--- config.mk ---
export PLATFORM = sky130hd
export DESIGN_NAME = pmt_timer
export DESIGN_NICKNAME = d
export VERILOG_FILES = /design/src/hw/pmt_pkg.sv /design/src/hw/pmt_postscaler.sv /design/src/hw/pmt_prescaler.sv /design/src/hw/pmt_timer.sv
export VERILOG_INCLUDE_DIRS = /design/src /design/src/hw
export SDC_FILE = /design/constraint.sdc
export NUM_CORES = 1
export LEC_CHECK = 0
export ABC_AREA = 1
export BUFFER_PORTS_ARGS = -buffer_cell sky130_fd_sc_hd__buf_2
export CAP_MARGIN = 20
export CORE_MARGIN = 1
export CORE_UTILIZATION = 45
export DETAILED_ROUTE_END_ITERATION = 16
export PLACE_DENSITY = 0.73
export SLEW_MARGIN = 20
export SYNTH_ARGS = -nofsm -noshare
export SYNTH_HDL_FRONTEND = slang
export SYNTH_HIERARCHICAL = 1
export SYNTH_SLANG_ARGS = --single-unit
--- constraint.sdc ---
create_clock -name clk_i -period 3.3 [get_ports clk_i]
set_clock_uncertainty 0.2 [all_clocks]
set_input_delay 0.33 -clock clk_i [delete_from_list [all_inputs] [get_ports clk_i]]
set_output_delay 0.33 -clock clk_i [all_outputs]
set_load 0.02 [all_outputs]
--- src/hw/pmt_regs.svh ---
`ifndef PMT_REGS_SVH
`define PMT_REGS_SVH

// Register byte offsets inside the slave window.
`define PMT_CTRL_OFS    8'h00
`define PMT_COUNT_OFS   8'h04
`define PMT_PERIOD_OFS  8'h08
`define PMT_STATUS_OFS  8'h0C
`define PMT_MASK_OFS    8'h10

// Control register fields.
`define PMT_PRESC_LSB   0
`define PMT_ON_BIT      2
`define PMT_POST_LSB    3
`define PMT_CTRL_WMASK  8'h7F

// Status and mask register field.
`define PMT_FLAG_BIT    0

// Reset values.
`define PMT_CTRL_RST    8'h00
`define PMT_COUNT_RST   8'h00
`define PMT_PERIOD_RST  8'hFF

// Instruction clock is the system clock divided by four.
`define PMT_INSTR_LAST  2'h3

// Prescaler terminal counts for divide by 1, 4 and 16.
`define PMT_LIM_DIV1    4'h0
`define PMT_LIM_DIV4    4'h3
`define PMT_LIM_DIV16   4'hF

`endif

--- src/hw/pmt_pkg.sv ---
`default_nettype none

package pmt_pkg;

    // Prescale select codes; both upper codes divide by sixteen.
    typedef enum logic [1:0] {
        PMT_DIV1   = 2'h0,
        PMT_DIV4   = 2'h1,
        PMT_DIV16  = 2'h2,
        PMT_DIV16B = 2'h3
    } pmt_presc_t;

endpackage

`default_nettype wire

--- src/hw/pmt_postscaler.sv ---
`default_nettype none

module pmt_postscaler (
    input  wire logic       clk_i,
    input  wire logic       rst_i,
    input  wire logic       clr_i,
    input  wire logic       en_i,
    input  wire logic [3:0] sel_i,
    output logic            tick_o,
    output logic [3:0]      cnt_o
);

    logic [3:0] cnt_q;

    // One tick for every sel_i plus one matches.
    assign tick_o = en_i && !clr_i && (cnt_q == sel_i);
    assign cnt_o  = cnt_q;

    // Counts matches and wraps when the selected ratio is reached.
    always_ff @(posedge clk_i) begin
        if (rst_i || clr_i) begin
            cnt_q <= 4'h0;
        end else if (en_i) begin
            cnt_q <= tick_o ? 4'h0 : cnt_q + 4'h1;
        end
    end

endmodule

`default_nettype wire

--- src/hw/pmt_prescaler.sv ---
`include "pmt_regs.svh"
`default_nettype none

module pmt_prescaler (
    input  wire logic               clk_i,
    input  wire logic               rst_i,
    input  wire logic               clr_i,
    input  wire logic               en_i,
    input  wire pmt_pkg::pmt_presc_t sel_i,
    output logic                    tick_o,
    output logic [3:0]              cnt_o
);

    logic [3:0] cnt_q;

    // Maps a prescale code to the last count before a tick.
    function automatic logic [3:0] presc_limit(input pmt_pkg::pmt_presc_t sel);
        case (sel)
            pmt_pkg::PMT_DIV1: presc_limit = `PMT_LIM_DIV1;
            pmt_pkg::PMT_DIV4: presc_limit = `PMT_LIM_DIV4;
            default:           presc_limit = `PMT_LIM_DIV16;
        endcase
    endfunction

    // A clear suppresses the tick so a restart begins a whole period.
    assign tick_o = en_i && !clr_i && (cnt_q == presc_limit(sel_i));
    assign cnt_o  = cnt_q;

    // Counts enabled instruction cycles and wraps at the selected limit.
    always_ff @(posedge clk_i) begin
        if (rst_i || clr_i) begin
            cnt_q <= 4'h0;
        end else if (en_i) begin
            cnt_q <= tick_o ? 4'h0 : cnt_q + 4'h1;
        end
    end

endmodule

`default_nettype wire

--- src/hw/pmt_timer.sv ---
// Overview of operation
// Count upward from zero on prescaled instruction ticks.
// Prescale codes select divide by 1, 4, 16.
// Compare count with period; match is timer output.
// After match reload zero, advance postscaler.
// Reset clears count, period resets to all ones.
// Count, control writes and reset clear scalers.
// Control write leaves the count unchanged.
// Postscale field selects one flag per N matches.
// Timer runs only while the on bit is set.
// Postscaler terminal count sets latched match flag.
// Interrupt requested only while match enable set.
// Unscaled match pulse goes to PWM units.
// Timer output offered as serial shift clock.
// Control bit seven reads zero, ignores writes.
// While off, count and scalers hold their values.
// Match is evaluated only on prescaler ticks.
`include "pmt_regs.svh"
`default_nettype none

module pmt_timer (
    input  wire logic        clk_i,
    input  wire logic        rst_i,
    input  wire logic        hsel_i,
    input  wire logic [31:0] haddr_i,
    input  wire logic [1:0]  htrans_i,
    input  wire logic        hwrite_i,
    input  wire logic [2:0]  hsize_i,
    input  wire logic [31:0] hwdata_i,
    input  wire logic        hready_i,
    output logic             hreadyout_o,
    output logic             hresp_o,
    output logic [31:0]      hrdata_o,
    output logic             irq_o,
    output logic             match_pulse_o,
    output logic             shift_clk_o
);

    // Bus slave state.
    logic        wr_q;
    logic [7:0]  waddr_q;
    logic        rd_q;
    logic [7:0]  raddr_q;
    logic        hready_q;
    logic        hresp_q;
    logic [31:0] hrdata_q;

    // Timer state.
    logic [1:0]  phase_q;
    logic [7:0]  ctrl_q;
    logic [7:0]  count_q;
    logic [7:0]  period_q;
    logic        flag_q;
    logic        mask_q;
    logic        irq_q;
    logic        match_q;
    logic        shift_q;

    // Decoded strobes and datapath terms.
    logic        accept;
    logic        wr_ctrl;
    logic        wr_count;
    logic        wr_period;
    logic        wr_status;
    logic        wr_mask;
    logic        scaler_clr;
    logic        timer_on;
    logic        instr_tick;
    logic        tmr_tick;
    logic        hit;
    logic        post_tick;
    logic [3:0]  presc_cnt;
    logic [3:0]  post_cnt;

    // Compares a latched bus address against a register offset.
    function automatic logic reg_hit(input logic [7:0] addr, input logic [7:0] ofs);
        reg_hit = (addr == ofs);
    endfunction

    // Returns the read value of the register at the given offset.
    function automatic logic [7:0] reg_read(
        input logic [7:0] addr,
        input logic [7:0] ctrl,
        input logic [7:0] count,
        input logic [7:0] period,
        input logic       flag,
        input logic       mask
    );
        reg_read = 8'h00;
        if (reg_hit(addr, `PMT_CTRL_OFS)) begin
            reg_read = ctrl & `PMT_CTRL_WMASK;
        end else if (reg_hit(addr, `PMT_COUNT_OFS)) begin
            reg_read = count;
        end else if (reg_hit(addr, `PMT_PERIOD_OFS)) begin
            reg_read = period;
        end else if (reg_hit(addr, `PMT_STATUS_OFS)) begin
            reg_read = {7'h00, flag};
        end else if (reg_hit(addr, `PMT_MASK_OFS)) begin
            reg_read = {7'h00, mask};
        end
    endfunction

    // An address phase is taken when selected, NONSEQ or SEQ (htrans_i[1] set), and the bus is ready.
    assign accept = hsel_i && htrans_i[1] && hready_i;

    // Write strobes are active in the single data-phase cycle.
    assign wr_ctrl   = wr_q && reg_hit(waddr_q, `PMT_CTRL_OFS);
    assign wr_count  = wr_q && reg_hit(waddr_q, `PMT_COUNT_OFS);
    assign wr_period = wr_q && reg_hit(waddr_q, `PMT_PERIOD_OFS);
    assign wr_status = wr_q && reg_hit(waddr_q, `PMT_STATUS_OFS);
    assign wr_mask   = wr_q && reg_hit(waddr_q, `PMT_MASK_OFS);

    // Latches the address phase; reads get one wait state.
    always_ff @(posedge clk_i) begin
        if (rst_i) begin
            wr_q     <= 1'b0;
            waddr_q  <= 8'h00;
            rd_q     <= 1'b0;
            raddr_q  <= 8'h00;
            hready_q <= 1'b1;
        end else begin
            wr_q     <= accept && hwrite_i;
            rd_q     <= accept && !hwrite_i;
            hready_q <= !(accept && !hwrite_i);
            if (accept) begin
                waddr_q <= haddr_i[7:0];
                raddr_q <= haddr_i[7:0];
            end
        end
    end

    // Read data are registered in the wait state so writes are already visible.
    always_ff @(posedge clk_i) begin
        if (rst_i) begin
            hrdata_q <= 32'h0000_0000;
        end else if (rd_q) begin
            hrdata_q <= {24'h000000, reg_read(raddr_q, ctrl_q, count_q, period_q, flag_q, mask_q)};
        end
    end

    // Every transfer completes with an OKAY response.
    always_ff @(posedge clk_i) begin
        hresp_q <= 1'b0;
    end

    // Free-running phase of the instruction clock.
    always_ff @(posedge clk_i) begin
        if (rst_i) begin
            phase_q <= 2'h0;
        end else begin
            phase_q <= phase_q + 2'h1;
        end
    end

    assign instr_tick = (phase_q == `PMT_INSTR_LAST);
    assign timer_on   = ctrl_q[`PMT_ON_BIT];
    assign scaler_clr = wr_ctrl || wr_count;

    // Prescaler runs only while on, and holds while off.
    pmt_prescaler u_presc (
        .clk_i  (clk_i),
        .rst_i  (rst_i),
        .clr_i  (scaler_clr),
        .en_i   (instr_tick && timer_on),
        .sel_i  (pmt_pkg::pmt_presc_t'(ctrl_q[`PMT_PRESC_LSB +: 2])),
        .tick_o (tmr_tick),
        .cnt_o  (presc_cnt)
    );

    // Period match is only looked at on a prescaled tick.
    assign hit = tmr_tick && (count_q == period_q);

    // Postscaler counts unscaled matches.
    pmt_postscaler u_post (
        .clk_i  (clk_i),
        .rst_i  (rst_i),
        .clr_i  (scaler_clr),
        .en_i   (hit),
        .sel_i  (ctrl_q[`PMT_POST_LSB +: 4]),
        .tick_o (post_tick),
        .cnt_o  (post_cnt)
    );

    // Control register; bit seven is never stored.
    always_ff @(posedge clk_i) begin
        if (rst_i) begin
            ctrl_q <= `PMT_CTRL_RST;
        end else if (wr_ctrl) begin
            ctrl_q <= hwdata_i[7:0] & `PMT_CTRL_WMASK;
        end
    end

    // Timer count; a software write wins over a tick.
    always_ff @(posedge clk_i) begin
        if (rst_i) begin
            count_q <= `PMT_COUNT_RST;
        end else if (wr_count) begin
            count_q <= hwdata_i[7:0];
        end else if (tmr_tick) begin
            count_q <= hit ? 8'h00 : count_q + 8'h01;
        end
    end

    // Period register.
    always_ff @(posedge clk_i) begin
        if (rst_i) begin
            period_q <= `PMT_PERIOD_RST;
        end else if (wr_period) begin
            period_q <= hwdata_i[7:0];
        end
    end

    // Sticky match flag; a new event wins over a write-one clear.
    always_ff @(posedge clk_i) begin
        if (rst_i) begin
            flag_q <= 1'b0;
        end else if (post_tick) begin
            flag_q <= 1'b1;
        end else if (wr_status && hwdata_i[`PMT_FLAG_BIT]) begin
            flag_q <= 1'b0;
        end
    end

    // Interrupt enable mask.
    always_ff @(posedge clk_i) begin
        if (rst_i) begin
            mask_q <= 1'b0;
        end else if (wr_mask) begin
            mask_q <= hwdata_i[`PMT_FLAG_BIT];
        end
    end

    // Interrupt level follows the flag gated by the enable.
    always_ff @(posedge clk_i) begin
        if (rst_i) begin
            irq_q <= 1'b0;
        end else begin
            irq_q <= flag_q && mask_q;
        end
    end

    // Unscaled match pulse and the derived shift clock toggling on each match.
    always_ff @(posedge clk_i) begin
        if (rst_i) begin
            match_q <= 1'b0;
            shift_q <= 1'b0;
        end else begin
            match_q <= hit;
            if (hit) begin
                shift_q <= !shift_q;
            end
        end
    end

    assign hreadyout_o   = hready_q;
    assign hresp_o       = hresp_q;
    assign hrdata_o      = hrdata_q;
    assign irq_o         = irq_q;
    assign match_pulse_o = match_q;
    assign shift_clk_o   = shift_q;
endmodule

`default_nettype wire

==> impl_metrics.toml <==
[global_routing]
antenna_found_initial = 0
grt_overflow = 0
grt_max_degree = 28
grt_pass1_vias = 2711
grt_pass1_wl_mm = 12.16
grt_usage_pct = 21.14

[sta]
whs_ns = 0.03198
hold_viol = 0
fin_crit_sh_pct = 87.32
maxSlewViolCount = 0
setup_violations = 0
fmax_mhz = 347.0
grt_setup_unrepaired = "false"
maxSlewHeadroom_pct = 50.57
fin_crit_ns = 2.882
worst_pin_slew_ns = 0.7406
final.setup.tns_ns = 0

[cells_and_area]
areaGrowthSynthToFinish_pct = 10.98
final_common_cell = "nand2_1"
final_cells = 606
seq_area_um2 = 1141
fin_area_um2 = 3553
fillers = 715
drive_gt1_share_pct = 15.10
final_cell_mix = "nand2_1, inv_1, nor2_1"
multiInputGateArea_um2 = 1623
antennaDiodeCount = 0
fin_nets = 583

[logic_synthesis]
avgSynthCellArea_um2 = 6.827
synth_cell_types = 36
ys_seq_area_share_pct = 35.64
ys_async_sr_fraction_pct = 0
synth-edff-count = 0
yosys_register_bits = 57
yosys_warnings = 6
synth_flop_cell = "dfxtp_1"
netlist_area_um2 = 3202
synth_cells = 469

[placement]
gp_congestion = 0.8933
hpwl_mm = 5.287
dpl-instance-area_um2 = 3354
io_buffers = 33
placedCellCount = 589

[clocking]
cts.sinks = 57
ctsHoldBuffers = 1
insertion_delay_ns = 0.34
cts.reportedPaths.clkPinSlew_ns = 0.06
numCtsBuffers = 9
cts_root_buf = "clkbuf_8"
ctsResizeCount = 0
post_cts_buffers = 0
htreeDepth = 3
tritoncts = "done"
cts_max_path_buffers = 2

[worst_setup_path]
worstSetupEndpointType = "register"
rr_worst_depth = 19
rrSetupSlack_ns = 0.42
r2r_end = "flag_q"
critPathMaxFanout = 9
criticalPathCategory = "reg -> reg"
arrival_ns = 2.95
worstPathRequired_ns = 3.37
start_kind = "register"
r2r-start = "raddr_q[6]"

[route]
num_vias = 2928
drt_first_pass_iters = 4
drt-met1-wl_mm = 3.337
wl_met2_mm = 3.372
dr_wl_met3_um = 366
drc = 0
ant_nets = 0
initialDrtViolationCount = 147
viasPerCell = 4.832
routed.top_layer = "met4"
drt-wirelength-per-cell_um = 11.74
wl_mm = 7.112

[run]
drv_cap = 0

[worst_hold_path]
holdPathStages = 3
hold_end = "period_q[7]"
hp-class = "in -> reg"
hold_start = "hwdata_i[7]"

[floorplanning]
io_pins = 111
die-height_um = 86.35
core_area_um2 = 6832
initial_utilization_pct = 46.87
die-width_um = 86.35
dieArea_um2 = 7456
rows = 30

[status]
outcome = "complete, no violations"

[power_and_ir_drop]
powerDensity_nw_per_um2 = 414.0
vdd_drop_max_mv = 0.3016
total_leakage_power_nw = 1.611
==> cells in the mapped netlist, types with 2 or more instances <==
library cell / instances / area [um^2]
nand3_2: 3 / 30.03
clkinv_1: 2 / 7.510
nor3_1: 4 / 20.02
nor2_2: 3 / 18.77
inv_1: 67 / 251.5
nor2_4: 3 / 33.78
xor2_1: 8 / 70.07
dfxtp_1: 57 / 1141
nand2_2: 7 / 43.79
xnor2_1: 2 / 17.52
nor2_1: 58 / 217.7
nand3_1: 14 / 70.07
clkbuf_1: 7 / 26.28
a21oi_2: 3 / 26.28
a21oi_1: 34 / 170.2
buf_4: 26 / 195.2
o21ai_1: 9 / 45.04
nand2_1: 87 / 326.6
nand4_1: 14 / 87.58
o22ai_1: 5 / 31.28
inv_2: 7 / 26.28
o211ai_1: 7 / 52.55
ha_1: 4 / 50.05
a211oi_1: 2 / 15.01
o21ai_0: 25 / 125.1
==> sequential cells by signal (all words and copies together), names as in the netlist <==
signal and cells:
hrdata_o 8, raddr_q 8, match_pulse_o 1, ctrl_q 7, mask_q 1, u_post/cnt_o 4, rd_q 1, wr_q 1
count_q 8, flag_q 1, period_q 8, u_presc/cnt_o 4, irq_o 1, shift_clk_o 1, phase_q 2, hreadyout_o 1
==> routing by layer <==
metal / up-vias / global-route usage [%]
met5: - / 0
met4: 0 / 8.182
met3: 7 / 6.190
met2: 87 / 35.21
met1: 1318 / 25.75
li1: 1516 / -
==> where the power goes <==
part           switching [mW]  total (mW)  internal, mW  leakage (nW)
sequential            0.00750       0.707         0.699         0.461
clock                   0.273       0.641         0.368        0.0974
combinational          0.0911       0.123        0.0324          1.05
==> per-stage QoR <==
step | utilization, % | total power [mW] | setup WS, ns
after floorplan | - | 0.8338 | 0.6102
after global placement | 49.10 | 0.8415 | 0.4359
after detailed placement | 49.10 | 0.8447 | 0.4038
after CTS | 52.01 | 1.489 | 0.3904
after global routing | 52.01 | 1.532 | 0.1338
final | 52.01 | 1.471 | 0.4183
==> worst max path at each step <==
stage	from	to	slack, ns	cells after the start
after CTS	raddr_q[6]	flag_q	0.39	19
final	raddr_q[6]	flag_q	0.42	19
after global routing	raddr_q[0]	flag_q	0.13	19
after floorplan	raddr_q[5]	flag_q	0.61	20
after global placement	raddr_q[6]	flag_q	0.44	19
after detailed placement	raddr_q[6]	flag_q	0.40	19
==> kinds of logic after synthesis <==
group | count (synthesis) | share of synthesized area (%)
xor+xnor | 10 | 2.736
other cells | 1 | 0.1171
fa+ha+maj | 4 | 1.563
flops | 57 | 35.64
mux | 1 | 0.3126
compound gates | 86 | 14.81
simple gates | 198 | 28.33
buf+inv | 112 | 16.49
==> final cells by class <==
class | instances | area share, %
well taps | 96 | 3.380
multi-input cells | 324 | 45.67
flip-flops and latches | 57 | 32.11
clock buffers | 13 | 4.190
inverters | 77 | 8.169
repair buffers | 36 | 5.352
clock inverters | 3 | 1.127
==> critical path: stages (launching register included) <==
cell	delay [ns]
dfxtp_1	0.32
inv_2	0.04
nand2_2	0.11
nor2_8	0.07
nand2_2	0.11
nor2_4	0.07
inv_2	0.15
nand2_1	0.13
or2_0	0.25
a21oi_2	0.12
nand2_2	0.08
inv_1	0.29
nand4_1	0.16
nor2_1	0.17
nand2_1	0.08
a21oi_2	0.12
nand3_2	0.10
inv_1	0.06
inv_1	0.06
a21oi_1	0.13
Power figures use the tool's default switching activity.
